--- config.mk ---
export PLATFORM = sky130hd
export DESIGN_NAME = pdrc_ctrl
export DESIGN_NICKNAME = d
export VERILOG_FILES = /design/src/pkg/pdrc_pkg.sv /design/src/design/pdrc_rst_timer.sv /design/src/design/pdrc_ctrl.sv
export SDC_FILE = /design/constraint.sdc
export NUM_CORES = 1
export LEC_CHECK = 0
export ABC_AREA = 1
export ABC_CLOCK_PERIOD_IN_PS = 1750
export BUFFER_PORTS_ARGS = -buffer_cell sky130_fd_sc_hd__buf_2
export CAP_MARGIN = 20
export CORE_AREA = 5 5 125 127
export DETAILED_ROUTE_END_ITERATION = 12
export DIE_AREA = 0 0 130 132
export GPL_TIMING_DRIVEN = 0
export HOLD_SLACK_MARGIN = 0.08
export PLACE_DENSITY = 0.49
export SLEW_MARGIN = 15
export SYNTH_ARGS = -nofsm -noshare
export SYNTH_HDL_FRONTEND = slang
export SYNTH_HIERARCHICAL = 1
export SYNTH_SLANG_ARGS = --single-unit
--- constraint.sdc ---
create_clock -name clk -period 1.75 [get_ports clk]
set_clock_uncertainty 0.05 [all_clocks]
set_input_delay 0.0875 -clock clk [delete_from_list [all_inputs] [get_ports clk]]
set_output_delay 0.0875 -clock clk [all_outputs]
set_load 0.02 [all_outputs]
--- src/pkg/pdrc_pkg.sv ---
// ****************************************************************
// Power-down, reference and reset control constants
// ****************************************************************
package pdrc_pkg;

  // ****************************************************************
  // Register pointers and reset key
  // ****************************************************************
  localparam logic [7:0]  PTR_PD_REF   = 8'h0B;   // Power-down and reference control
  localparam logic [7:0]  PTR_SW_RESET = 8'h0F;   // Software reset key register
  localparam logic [15:0] RESET_KEY    = 16'h0DAC; // Value that fires the full reset

  // ****************************************************************
  // Field layout of the power-down and reference control register
  // ****************************************************************
  localparam int          GPD_BIT      = 10;      // Global power-down
  localparam int          REF_BIT      = 9;       // Reference and buffer enable
  localparam int          CH_MSB       = 7;       // Top channel power-down bit
  localparam logic [10:0] PD_REG_RESET = 11'h000; // Value after reset
  localparam logic [4:0]  PD_RSVD_READ = 5'h00;   // Upper bits read back as zero

  // ****************************************************************
  // Serial link constants
  // ****************************************************************
  localparam logic [6:0]  DEV_ADDR_DEFAULT = 7'h11; // Slave address, arbitrary value
  localparam logic [3:0]  BITS_PER_BYTE    = 4'h8;  // Bits in one byte

  // ****************************************************************
  // Timing
  // ****************************************************************
  localparam int CLK_HZ      = 50_000_000;                        // Core clock rate
  localparam int RST_TIME_US = 100;                               // Reset duration
  localparam int RST_CYCLES  = (CLK_HZ / 1_000_000) * RST_TIME_US; // Longest time, rounded down

  // ****************************************************************
  // Serial link states
  // ****************************************************************
  typedef enum logic [2:0] {
    ST_IDLE,  // No transfer
    ST_RX,    // Receiving a byte
    ST_ACK,   // Driving acknowledge
    ST_TX,    // Sending a byte
    ST_RACK,  // Sampling host acknowledge
    ST_WAIT   // Ignore until stop or start
  } pdrc_state_e;

endpackage

--- src/design/pdrc_rst_timer.sv ---
`timescale 1ns/1ps
// ****************************************************************
// Reset interval timer
// ****************************************************************
module pdrc_rst_timer #(
  parameter int unsigned CYCLES = pdrc_pkg::RST_CYCLES
) (
  input  wire logic clk,
  input  wire logic rst_n,
  input  wire logic start,
  output logic      busy
);

  logic [15:0] cnt;        // Cycles left in the interval
  logic [15:0] next_cnt;   // Next count
  logic        next_busy;  // Next busy

  // Load on start, count down while busy
  always_comb begin
    next_cnt  = cnt;
    next_busy = busy;
    if (start) begin
      next_busy = 1'b1;
      next_cnt  = 16'(CYCLES - 1);
    end else if (busy) begin
      if (cnt == 16'h0000) begin
        next_busy = 1'b0;
      end else begin
        next_cnt = cnt - 16'h0001;
      end
    end
  end

  // Register the timer state
  always_ff @(posedge clk) begin
    if (!rst_n) begin
      cnt  <= 16'h0000;
      busy <= 1'b0;
    end else begin
      cnt  <= next_cnt;
      busy <= next_busy;
    end
  end

endmodule // pdrc_rst_timer

--- src/design/pdrc_ctrl.sv ---
`timescale 1ns/1ps
// Behaviour
// - Pointer 0x0B selects power-down/reference register
// - Channel bit powers down only DAC channels
// - Powered-down DAC output driver goes high-impedance
// - Leaving power-down restores previous DAC value
// - Reference enable defaults off, set powers up
// - ADC off when no pin is ADC and no temperature read is active
// - Temperature read powers ADC up
// - Global power-down overrides all other bits
// - Key 0x0DAC at 0x0F resets everything
// - Reset fires on last bit, no acknowledge
// - Reset pin falling edge does same reset
// - Pins return to default pull-down on reset
module pdrc_ctrl #(
  parameter logic [6:0]  DEV_ADDR   = pdrc_pkg::DEV_ADDR_DEFAULT,
  parameter int unsigned RST_CYCLES = pdrc_pkg::RST_CYCLES
) (
  input  wire logic       clk,
  input  wire logic       rst_n,
  input  wire logic       scl,
  input  wire logic       sda_i,
  output logic            sda_o,
  output logic            sda_oe,
  input  wire logic       reset_pin_n,
  input  wire logic [7:0] dac_config,
  input  wire logic [7:0] adc_config,
  input  wire logic       temp_read_active,
  output logic [7:0]      dac_output_enable,
  output logic [7:0]      dac_channel_power_down,
  output logic            ref_enable,
  output logic            adc_power,
  output logic            config_reset
);

  // ****************************************************************
  // Declarations
  // ****************************************************************
  pdrc_pkg::pdrc_state_e state, next_state; // Serial link state
  logic [3:0]  bit_cnt, next_bit_cnt;       // Bit within byte
  logic [7:0]  shreg, next_shreg;           // Receive shifter
  logic [1:0]  byte_idx, next_byte_idx;     // 0 addr, 1 pointer, 2 msb, 3 lsb
  logic        rw, next_rw;                 // Read transfer
  logic        rd_sel, next_rd_sel;         // 0 sends msb, 1 lsb
  logic [7:0]  pointer, next_pointer;       // Selected register
  logic [7:0]  msb, next_msb;               // Pending high byte
  logic        next_sda_oe;                 // Next data drive
  logic [10:0] pd_reg, next_pd_reg;         // Power-down and reference control
  logic        scl_q, sda_q, pin_q;         // Previous pin levels
  logic        scl_rise, scl_fall;          // Clock edges
  logic        start_c, stop_c;             // Bus conditions
  logic        sw_trig;                     // Keyed write seen
  logic        wr_strobe;                   // Register write
  logic        pin_fall;                    // Reset pin edge
  logic        busy;                        // Reset interval running
  logic        gpd;                         // Global power-down
  logic [15:0] rd_word;                     // Read-back data
  logic [7:0]  tx_byte, tx_next;            // Current and next send byte

  assign scl_rise = scl & ~scl_q;
  assign scl_fall = ~scl & scl_q;
  assign start_c  = scl & scl_q & sda_q & ~sda_i;
  assign stop_c   = scl & scl_q & ~sda_q & sda_i;
  assign pin_fall = pin_q & ~reset_pin_n;
  assign gpd      = pd_reg[pdrc_pkg::GPD_BIT];
  // Reserved upper bits are not stored, always read back as zero
  assign rd_word  = (pointer == pdrc_pkg::PTR_PD_REF) ? {pdrc_pkg::PD_RSVD_READ, pd_reg}
                                                      : 16'h0000;
  assign tx_byte  = rd_sel ? rd_word[7:0] : rd_word[15:8];
  assign tx_next  = rd_sel ? rd_word[15:8] : rd_word[7:0];

  // ****************************************************************
  // Reset interval
  // ****************************************************************
  // Keyed write or pin edge starts the interval
  pdrc_rst_timer #(
    .CYCLES (RST_CYCLES)
  ) u_timer (
    .clk   (clk),
    .rst_n (rst_n),
    .start (sw_trig | pin_fall),
    .busy  (busy)
  );

  // ****************************************************************
  // Serial link next state
  // ****************************************************************
  // Byte engine, decode and register write
  always_comb begin
    next_state    = state;
    next_bit_cnt  = bit_cnt;
    next_shreg    = shreg;
    next_byte_idx = byte_idx;
    next_rw       = rw;
    next_rd_sel   = rd_sel;
    next_pointer  = pointer;
    next_msb      = msb;
    next_sda_oe   = sda_oe;
    sw_trig       = 1'b0;
    wr_strobe     = 1'b0;
    if (start_c) begin
      // Start or repeated start
      next_state    = pdrc_pkg::ST_RX;
      next_bit_cnt  = 4'h0;
      next_byte_idx = 2'h0;
      next_sda_oe   = 1'b0;
    end else if (stop_c) begin
      // Stop ends any transfer
      next_state  = pdrc_pkg::ST_IDLE;
      next_sda_oe = 1'b0;
    end else begin
      case (state)
        pdrc_pkg::ST_RX: begin
          if (scl_rise) begin
            next_shreg   = {shreg[6:0], sda_i};
            next_bit_cnt = bit_cnt + 4'h1;
          end else if (scl_fall && bit_cnt == pdrc_pkg::BITS_PER_BYTE) begin
            next_bit_cnt = 4'h0;
            next_state   = pdrc_pkg::ST_ACK;
            next_sda_oe  = 1'b1;
            if (busy) begin
              // No acknowledge during reset
              next_state  = pdrc_pkg::ST_WAIT;
              next_sda_oe = 1'b0;
            end else begin
              case (byte_idx)
                2'h0: begin
                  if (shreg[7:1] == DEV_ADDR) begin
                    next_rw       = shreg[0];
                    next_rd_sel   = 1'b0;
                    next_byte_idx = shreg[0] ? 2'h0 : 2'h1;
                  end else begin
                    next_state  = pdrc_pkg::ST_WAIT;
                    next_sda_oe = 1'b0;
                  end
                end
                2'h1: begin
                  next_pointer  = shreg;
                  next_byte_idx = 2'h2;
                end
                2'h2: begin
                  next_msb      = shreg;
                  next_byte_idx = 2'h3;
                end
                default: begin
                  next_byte_idx = 2'h2;
                  if (pointer == pdrc_pkg::PTR_SW_RESET && {msb, shreg} == pdrc_pkg::RESET_KEY) begin
                    // Fire on last bit fall, withhold acknowledge
                    sw_trig     = 1'b1;
                    next_state  = pdrc_pkg::ST_WAIT;
                    next_sda_oe = 1'b0;
                  end else if (pointer == pdrc_pkg::PTR_PD_REF) begin
                    wr_strobe = 1'b1;
                  end
                end
              endcase
            end
          end
        end
        pdrc_pkg::ST_ACK: begin
          // Release after acknowledge, start sending on a read
          if (scl_fall) begin
            if (rw && byte_idx == 2'h0) begin
              next_state  = pdrc_pkg::ST_TX;
              next_sda_oe = ~tx_byte[7];
            end else begin
              next_state  = pdrc_pkg::ST_RX;
              next_sda_oe = 1'b0;
            end
          end
        end
        pdrc_pkg::ST_TX: begin
          // Shift out on each falling clock
          if (scl_fall) begin
            if (bit_cnt == 4'h7) begin
              next_bit_cnt = 4'h0;
              next_sda_oe  = 1'b0;
              next_state   = pdrc_pkg::ST_RACK;
            end else begin
              next_bit_cnt = bit_cnt + 4'h1;
              next_sda_oe  = ~tx_byte[3'(3'h6 - bit_cnt[2:0])];
            end
          end
        end
        pdrc_pkg::ST_RACK: begin
          // Host not acknowledging ends the read
          if (scl_rise && sda_i) begin
            next_state = pdrc_pkg::ST_WAIT;
          end else if (scl_fall) begin
            next_rd_sel = ~rd_sel;
            next_state  = pdrc_pkg::ST_TX;
            next_sda_oe = ~tx_next[7];
          end
        end
        pdrc_pkg::ST_WAIT: begin
          next_sda_oe = 1'b0;
        end
        default: begin
          next_state  = pdrc_pkg::ST_IDLE;
          next_sda_oe = 1'b0;
        end
      endcase
    end
  end

  // ****************************************************************
  // Power control next state
  // ****************************************************************
  // Register contents, defaults while resetting
  always_comb begin
    next_pd_reg = pd_reg;
    if (sw_trig || pin_fall || busy) begin
      next_pd_reg = pdrc_pkg::PD_REG_RESET;
    end else if (wr_strobe) begin
      next_pd_reg = {msb[2:0], shreg};
    end
  end

  // ****************************************************************
  // Registers
  // ****************************************************************
  // Link, register and output flip-flops
  always_ff @(posedge clk) begin
    if (!rst_n) begin
      state                  <= pdrc_pkg::ST_IDLE;
      bit_cnt                <= 4'h0;
      shreg                  <= 8'h00;
      byte_idx               <= 2'h0;
      rw                     <= 1'b0;
      rd_sel                 <= 1'b0;
      pointer                <= 8'h00;
      msb                    <= 8'h00;
      sda_oe                 <= 1'b0;
      sda_o                  <= 1'b0;
      pd_reg                 <= pdrc_pkg::PD_REG_RESET;
      scl_q                  <= 1'b1;
      sda_q                  <= 1'b1;
      pin_q                  <= 1'b1;
      dac_output_enable      <= 8'h00;
      dac_channel_power_down <= 8'h00;
      ref_enable             <= 1'b0;
      adc_power              <= 1'b0;
      config_reset           <= 1'b0;
    end else begin
      state    <= next_state;
      bit_cnt  <= next_bit_cnt;
      shreg    <= next_shreg;
      byte_idx <= next_byte_idx;
      rw       <= next_rw;
      rd_sel   <= next_rd_sel;
      pointer  <= next_pointer;
      msb      <= next_msb;
      sda_oe   <= next_sda_oe;
      sda_o    <= 1'b0;
      pd_reg   <= next_pd_reg;
      scl_q    <= scl;
      sda_q    <= sda_i;
      pin_q    <= reset_pin_n;
      // Channel down only when it is a DAC
      dac_channel_power_down <= dac_config & (pd_reg[pdrc_pkg::CH_MSB:0] | {8{gpd}});
      // Driver off when down; data kept elsewhere returns
      dac_output_enable <= dac_config & ~pd_reg[pdrc_pkg::CH_MSB:0] & {8{~gpd}};
      ref_enable <= pd_reg[pdrc_pkg::REF_BIT] & ~gpd;
      adc_power  <= ~gpd & ((|adc_config) | temp_read_active);
      config_reset <= sw_trig | pin_fall | busy;
    end
  end
endmodule // pdrc_ctrl

After elaboration in Yosys (flattened, before gate mapping) --
Index checks and enable logic that the tools add are counted.
Storage, ports and cells: register bits 86, bits of input ports 22, output and inout port bits 21, logic and storage cells 197
Operators by class: add/subtract/negate cells 3, order comparisons 1, equal/unequal tests 34, muxes and demuxes 72, bitwise operators 35, reductions and logical operators 30
Operator list (number):
- 1-bit 2-to-1 mux | 42
- 13-bit 2-to-1 mux | 3
- 3-bit 2-to-1 mux | 10
- 7-bit AND reduction | 4
- 8-bit AND | 3
- 2-bit != test, second input constant | 11
- 4-bit != test, second input constant | 5
- 1-bit NOT | 17
- 16-bit by 12-bit == test with 1-bit output, second input constant | 1
- 8-bit by 4-bit == test with 1-bit output, second input constant | 2
- 16-bit logical NOT | 1
- 4-bit 2-to-1 mux | 4
- 8-bit 2-to-1 mux | 2
- 16-bit by 1-bit subtractor with 16-bit output, second input constant | 1
- 3-bit case mux with 5 select lines | 1
- 6-bit AND reduction | 2
- 11-bit 2-to-1 mux | 1
- 1-bit AND | 10
- 10-bit AND reduction | 1
- 3-bit != test, second input constant | 3
- 8-bit NOT | 1
- 8-bit OR | 1
- 4-bit case mux with 2 select lines | 1
- 4-bit AND reduction | 2
- other kinds (29) | 46

Depth between registers and ports, before layout --
Gate-level depths: netlist of run 1.
depth after elaboration 13, gate-level depth with buffers 12, gate-level depth less buffers 12

By module --
The synthesis of run 1 kept the hierarchy.
By module, submodules not included:
- pdrc_ctrl | instances 1, cells an instance 440, area each 3173.0 µm²
- pdrc_rst_timer | instances 1, cells an instance 164, area each 1053.5 µm²

Worst setup path before layout of run 1 --
No wires, ideal clock.
kind flip-flop to flip-flop, start reg bit_cnt[0], end reg u_timer.cnt[2], library setup time 0.127 ns, data arrival time 1.551 ns, setup slack 0.022 ns, stages on the path, launching flop included 12, path buffers 0, period minus slack after synthesis 1.728 ns, cells stage by stage dfxtp_1 inv_1 ha_1 nand3_1 nor2_1 nand2_4 inv_2 nand4_1 nand2_1 inv_1 nand3_1 a31oi_1
Between the ends: cells in the longest elaborated chain, start to end 10, elaborated cells on any way between the ends 12, classes of those cells 2 x eq/ne; 6 x mux; 1 x bitwise; 3 x reduce/logical
Ends and longest elaborated chain:
- from (decl) | line pdrc_ctrl.sv:40 | logic [3:0] bit_cnt, next_bit_cnt;
- from (signal assigned) | line pdrc_ctrl.sv:246 | bit_cnt <= next_bit_cnt;
- 4-bit == test * | line pdrc_ctrl.sv:117 | end else if (scl_fall && bit_cnt == pdrc_pkg::BITS_PER_BYTE) begin
- 1-bit logical AND * | line pdrc_ctrl.sv:117
- 1-bit 2-to-1 mux * | line pdrc_ctrl.sv:117
- 1-bit 2-to-1 mux * | line pdrc_ctrl.sv:114 | if (scl_rise) begin
- 1-bit 2-to-1 mux * | line pdrc_ctrl.sv:112 | case (state)
- 1-bit 2-to-1 mux * | line pdrc_ctrl.sv:107 | end else if (stop_c) begin
- 1-bit 2-to-1 mux * | line pdrc_ctrl.sv:101 | if (start_c) begin
- 1-bit OR * | line pdrc_ctrl.sv:81 | .start (sw_trig | pin_fall),
- 2-bit by 1-bit != test with 1-bit output (no line) or 2-bit nonzero test (tied branches)
- 2-bit AND reduction (no line)
- to (signal assigned) | line pdrc_rst_timer.sv:40 | cnt <= next_cnt;
- to (decl) | line pdrc_rst_timer.sv:14 | logic [15:0] cnt;
Every way passes the cells marked *; elsewhere a longest branch is shown, timed or not. A chain may end at the register's enable or synchronous reset.

Worst setup path in the final report of run 1 --
start reg state[1], end reg pd_reg[4]
Between the ends: cells in the longest elaborated chain, start to end 7, elaborated cells on any way between the ends 10, classes of those cells 1 x eq/ne; 6 x mux; 3 x reduce/logical
Ends and longest elaborated chain:
- from (decl) | line pdrc_ctrl.sv:39 | pdrc_pkg::pdrc_state_e state, next_state;
- from (signal assigned) | line pdrc_ctrl.sv:225 | state <= pdrc_pkg::ST_IDLE;
- from (signal assigned) | line pdrc_ctrl.sv:245 | state <= next_state;
- 3-bit by 1-bit == test with 1-bit output * | line pdrc_ctrl.sv:112
- 1-bit 2-to-1 mux | line pdrc_ctrl.sv:112
- 1-bit 2-to-1 mux | line pdrc_ctrl.sv:107
- 1-bit 2-to-1 mux | line pdrc_ctrl.sv:101
- 1-bit logical OR (2 in series) | line pdrc_ctrl.sv:212 | if (sw_trig || pin_fall || busy) begin
- 2-bit OR reduction (no line)
- to (signal assigned) | line pdrc_ctrl.sv:235 | pd_reg <= pdrc_pkg::PD_REG_RESET;
- to (signal assigned) | line pdrc_ctrl.sv:255 | pd_reg <= next_pd_reg;
- to (decl) | line pdrc_ctrl.sv:48 | logic [10:0] pd_reg, next_pd_reg;
Marked as above.

==> results of run 1 <==
worst max-delay path, stage by stage (launching register included):
cell	delay (ns)
dfxtp_2	0.35
inv_2	0.08
nand3_2	0.14
nor2_4	0.18
nand2_4	0.09
nor3b_4	0.30
buf_6	0.18
nor2_1	0.04
a21oi_1	0.11
nor2_1	0.06
metal layers:
layer / track usage / wire [um] / vias up
li1: - / - / 2109
met5: 0 / 0 / -
met2: 0.2166 / 5226 / 92
met3: 0.03930 / 548 / 21
met1: 0.1714 / 5143 / 1820
met4: 0.05831 / 231 / 0
worst max path at each step:
stage	start	endpoint	slack [ns]	cells past startpoint
6_report	state[1]	pd_reg[4]	0.06	9
3_3_place_gp	bit_cnt[0]	u_timer/cnt[10]	-0.48	11
3_5_place_dp	bit_cnt[0]	u_timer/cnt[10]	-0.48	11
4_1_cts	bit_cnt[1]	pd_reg[10]	0.003	10
5_1_grt	state[1]	u_timer/cnt[1]	-0.03	11
2_1_floorplan	bit_cnt[0]	u_timer/cnt[2]	0.02	11
cells by family (layout without fill, tap and decap cells):
kind of cell	count (synthesis)	in the layout	synth area share
XOR/XNOR	10	10	0.02072
other	1	1	0.0008872
AO/OA/AOI/OAI	107	107	0.1374
adder cells (fa/ha/maj)	10	10	0.02960
buffers and inverters	112	201	0.1075
flip-flops	86	86	0.4073
AND/OR/NAND/NOR	278	278	0.2966
metrics by stage:
stage / utilization / hold WS, ns / setup TNS, ns / setup WS (ns)
3_5_place_dp: 0.3257 / 0.2731 / -14.23 / -0.4770
6_report: 0.3746 / 0.1175 / 0 / 0.05703
3_3_place_gp: 0.3257 / 0.2672 / -14.03 / -0.4840
4_1_cts: 0.3638 / 0.1181 / 0 / 0.003354
2_1_floorplan: - / 0.1341 / 0 / 0.02236
5_1_grt: 0.3746 / 0.1415 / -0.1237 / -0.03343
cells in the final DEF (no fill, tap or decap), types with 2 or more instances in the layout:
| cell | Yosys | final |
|---|---|---|
| buf_6 | 3 | 4 |
| ha_1 | 10 | 9 |
| nand4_1 | 12 | 12 |
| clkbuf_16 | 0 | 9 |
| nor2_2 | 4 | 9 |
| nor4_1 | 9 | 9 |
| nor2_4 | 3 | 7 |
| a21oi_1 | 59 | 56 |
| a21oi_2 | 1 | 4 |
| xnor2_1 | 4 | 4 |
| inv_2 | 6 | 6 |
| buf_2 | 3 | 42 |
| nand3_1 | 32 | 30 |
| dfxtp_2 | 0 | 8 |
| nand2_1 | 115 | 112 |
| clkbuf_1 | 8 | 9 |
| clkinv_4 | 0 | 2 |
| inv_4 | 0 | 4 |
| nand3_2 | 1 | 2 |
| buf_4 | 2 | 15 |
| xor2_1 | 6 | 6 |
| dfxtp_1 | 86 | 76 |
| inv_6 | 0 | 3 |
| inv_1 | 89 | 84 |
| nor2_1 | 83 | 74 |
| nand2_2 | 2 | 5 |
| dlygate4sd3_1 | 0 | 19 |
| nand2_4 | 3 | 3 |
| dfxtp_4 | 0 | 2 |
| clkinv_2 | 0 | 2 |
| nor3_1 | 10 | 9 |
| a211oi_1 | 10 | 10 |
| o21ai_0 | 33 | 32 |
area by class of cell:
type | count | area [sq um]
buffer | 15 | 87.58
clock buffer | 10 | 229.0
clock inverter | 6 | 45.04
fill | 1507 | 8952
inverter | 96 | 375.4
multi-input combinational | 406 | 2147
sequential | 86 | 1739
tap | 184 | 230.2
timing repair buffer | 74 | 508.0
power breakdown:
group | total, mW | internal [mW] | switching, mW | leakage (nW)
logic | 0.765 | 0.304 | 0.461 | 1.49
clock network | 1.80 | 0.972 | 0.829 | 0.137
registers | 2.10 | 2.03 | 0.0737 | 0.705
total | 4.67 | 3.30 | 1.36 | 2.33
cells in the mapped netlist (all sizes together):
| master | number |
|---|---|
| or2 | 1 |
| conb | 1 |
| nor3b | 1 |
| clkbuf | 8 |
| ha | 10 |
| a211oi | 11 |
| nand3 | 33 |
| nand2 | 120 |
| nor2 | 90 |
| nand4 | 13 |
| xnor2 | 4 |
| a21oi | 60 |
| a311oi | 1 |
| nor3 | 11 |
| dfxtp | 86 |
| nor4 | 9 |
| o21ai | 34 |
| a31oi | 1 |
| xor2 | 6 |
| buf | 8 |
| clkinv | 1 |
| inv | 95 |
what timing repair did:
item                                   in CTS  in global routing
endpoints found under the hold margin      25                  0
pin swaps                                   4                  9
hold buffers                               19                  0
buffers inserted                            3                 11
setup endpoints to repair                  55                 51
resized for setup                          20                 34
gates cloned                                1                  0
==> results.yml, run 1 <==
run_status:
  status: "finished clean"
global_routing:
  grt_pass1_wl_um: 18710
  antenna_found_initial: 0
  grt_max_degree: 16
  overflow: 0
  grtUsageTotal: 0.1363
  grt_pass1_vias: 3956
sta:
  worst_slew_pin_slew_ns: 0.5409
  slew_viol_final: 0
  max_slew_margin: 0.6394
  fmax_mhz: 590.7
  setup_violations: 0
  finalCriticalPeriod_ns: 1.693
  hold_viol: 0
  rsz0062_at_grt: "yes"
  min_period_over_period: 0.9674
clock_tree:
  cts.sinks: 86
  clk_pin_slew_worst_paths_ns: 0.06
  cts_buffers: 9
  cts_tree: "done"
  cts_buffer_depth: 2
  clk_latency_ns: 0.35
  cts_root_buffer: "clkbuf_16"
  htreeDepth: 3
power:
  power_leakage_nw: 2.333
  p_per_area_nw_per_um2: 870.4
  vdd_drop_max_mv: 0.4998
  total_power_mw: 4.667
yosys:
  netlist_instances: 604
  synth-seq-cells: 86
  synthTopCellsByArea: "dfxtp_1, nand2_1, inv_1"
  synth_area_sq_um: 4227
  ys_warn_count: 6
  yosysSeqAreaShare: 0.4073
  yosysTopAreaCellShare: 0.4073
  syn_nets: 636
  avgSynthCellArea_sq_um: 6.998
  synth_cell_types: 35
  yosys.area.top_type: "dfxtp_1"
critical_path:
  end_kind: "register"
  critPathLaunchType: "register"
  critPathKind: "register to register"
  critPathRequiredTime_ns: 1.95
  r2r_cells: 9
  crit_fanout: 5
  r2r-start: "state[1]"
  arrival_ns: 1.89
  worstReg2RegEnd: "pd_reg[4]"
  rrSetupSlack_ns: 0.06
detailed_routing:
  wirelength_um: 11150
  ant_nets: 0
  via_count: 4042
  via_per_inst: 4.609
  wl_per_cell_um: 12.71
  firstDrtPassIters: 5
  drt-initial-drc-count: 349
  drc: 0
hold_path:
  min_to: "state[1]"
  min_path_cells: 3
  hp-start: "rst_n"
  hold_path_class: "input pin to register"
die:
  start_util: 0.2953
  die_height_um: 132
  core-area_sq_um: 14310
  die-area_sq_um: 17160
  pin_count: 43
  die_w_um: 130
  num_rows: 44
layout:
  synthToLayoutAreaGrowth_pct: 26.85
  final_cell_area_sq_um: 5361
  nets: 720
  layout.cells.non_filler: 877
  diodes: 0
  drive_gt1_frac: 0.1962
  largest_reg_flops: 16
placement:
  dp_hpwl_um: 8226
  placed_cells: 829
  portBuffers: 41
  place.gp.congestion: 0.8722
  place_area_sq_um: 4662
run:
  max_cap_violations: 0
Note: power is estimated with default switching activity, not from simulation.
==> run 2, diff against run 1 <==
CORE_AREA = 5 5 96 98   (was 5 5 125 127)
DIE_AREA = 0 0 101 103   (was 0 0 130 132)
PLACE_DENSITY = 0.76   (was 0.49)
==> run 2 against run 1 <==
  * Register-to-register slack worse by 0.05 ns
  * Routed wire length is 4.9% lower
  * Worst setup slack worse by 0.049 ns
  * Utilization is 25 points higher
  * Largest power group unchanged
  * Worst hold slack better by 0.26 ns
  * Critical path type unchanged
  * Clock power is 24% lower
  * Power is 9.0% lower
==> results.yml, run 2 (same netlist as run 1, synthesis figures left out) <==
critical_path:
  crit_end: "u_timer/cnt[2]"
  cp.depth: 11
  crit_fanout: 8
  critPathLaunchType: "register"
  end_kind: "register"
  cp_slowest_cell: "dfxtp_4"
  critPathKind: "register to register"
  critPathLaunch: "bit_cnt[1]"
  worstPathCellList: "inv_4 -> ha_4 -> nand3_4 -> nor2_4 -> nand2_4 -> inv_4 -> nand4_1 -> nand2_2 -> inv_4 -> nand3_2 -> a31oi_1"
  arrival_ns: 1.92
  critPathRequiredTime_ns: 1.93
  cp_common_cell: "inv_4"
  rrSetupSlack_ns: 0.008
  r2r-start: "bit_cnt[1]"
  cpLargestDelayFamily: "simple AND/OR/NAND/NOR gates"
  cpPeakStageDelay_ns: 0.37
  crit_buf_inv: 3
  r2r_cells: 11
  worstReg2RegEnd: "u_timer/cnt[2]"
clock_tree:
  clk_pin_slew_worst_paths_ns: 0.09
  cts_buffer_depth: 2
  cts_buffers: 9
  clk_latency_ns: 0.35
  htreeDepth: 3
  cts.sinks: 86
  cts_root_buffer: "clkbuf_8"
  cts_tree: "done"
layout:
  final_core_util: 0.6272
  final_cell_area_sq_um: 5256
  diodes: 0
  synthToLayoutAreaGrowth_pct: 24.36
  layout.cells.non_filler: 802
  drive_gt1_frac: 0.2161
  largest_reg_flops: 16
  mostFrequentLayoutCell: "nand2_1"
  final_cell_mix: "nand2_1, inv_1, dfxtp_1"
  nets: 721
global_routing:
  grt_pass1_vias: 3862
  grtUsageTotal: 0.2041
  antenna_found_initial: 0
  overflow: 0
  grt_max_degree: 16
  grt_pass1_wl_um: 17270
run_status:
  status: "finished clean"
placement:
  place.gp.congestion: 0.9113
  dp_hpwl_um: 7396
  place_area_sq_um: 4567
  placed_cells: 753
  portBuffers: 41
detailed_routing:
  via_per_inst: 5.131
  wl_per_cell_um: 13.22
  drt-initial-drc-count: 227
  ant_nets: 0
  firstDrtPassIters: 5
  drc: 0
  via_count: 4115
  wirelength_um: 10600
power:
  pwr-share-seq: 0.495
  swShare: 0.3062
  power_frac_comb: 0.185
  vdd_drop_max_mv: 0.3820
  switchingPower_mw: 1.300
  p_per_area_nw_per_um2: 807.7
  clockPowerShare: 0.320
  total_power_mw: 4.246
  power_leakage_nw: 2.300
  power.internal_mw: 2.945
die:
  start_util: 0.5043
  num_rows: 34
  core-area_sq_um: 8381
  die_w_um: 101
  pin_count: 43
  die-area_sq_um: 10400
  die_height_um: 103
hold_path:
  hold_path_class: "register to register"
  min_path_cells: 1
sta:
  slew_viol_final: 0
  min_period_over_period: 0.9956
  finalCriticalPeriod_ns: 1.742
  rsz0062_at_grt: "yes"
  hold_viol: 0
  setup_violations: 0
  fmax_mhz: 574.0
run:
  max_cap_violations: 0
==> run 2: worst min path at each step <==
stage / from / end
after floorplan: reset_pin_n / pin_q
after global placement: reset_pin_n / pin_q
after detailed placement: reset_pin_n / pin_q
after CTS: pd_reg[2] / dac_output_enable[2]
after global routing: pd_reg[1] / dac_output_enable[1]
final: pd_reg[0] / dac_output_enable[0]
==> run 2: power groups by stage <==
stage | clock network, mW | logic (mW) | registers (mW)
5_1_grt | 1.48 | 0.882 | 2.11
4_1_cts | 1.39 | 0.715 | 2.09
3_5_place_dp | 0 | 0.647 | 2.14
6_report | 1.36 | 0.786 | 2.10
3_3_place_gp | 0 | 0.633 | 2.14
2_1_floorplan | 0 | 0.482 | 2.14
==> run 2: metrics by stage <==
| step | hold slack, ns | worst slack, ns | setup TNS [ns] |
|---|---|---|---|
| 2_1_floorplan | 0.1341 | 0.02236 | 0 |
| 3_3_place_gp | 0.2325 | -0.4026 | -11.04 |
| 3_5_place_dp | 0.2391 | -0.4181 | -12.77 |
| 4_1_cts | 0.3779 | 0.007410 | 0 |
| 5_1_grt | 0.4039 | -0.08494 | -0.5210 |
| 6_report | 0.3770 | 0.007778 | 0 |
==> run 2: cell type report <==
cell class              count  area (sq um)
plain buffers              16         107.6
clock buffers              11         151.4
clock inverters             5         41.29
fillers                   724          3124
inverters                  96         375.4
multi-input cells         406          2196
flip-flops and latches     86          1737
well taps                 108         135.1
repair buffers             74         513.0
==> run 2: metal layers <==
| metal | global-route usage | part of all wire |
|---|---|---|
| met1 | 0.2545 | 0.43 |
| met2 | 0.3539 | 0.50 |
| met4 | 0.06339 | 0.022 |
| met3 | 0.04398 | 0.050 |
| met5 | 0 | 0 |
==> run 2: repair_timing <==
item / in CTS / in global routing
endpoints found under the hold margin: 26 / 0
gates cloned: 0 / 1
pin swaps: 4 / 19
endpoints found under the setup margin: 55 / 46
gates resized for setup: 21 / 53
setup buffers: 3 / 11
hold buffers: 18 / 0
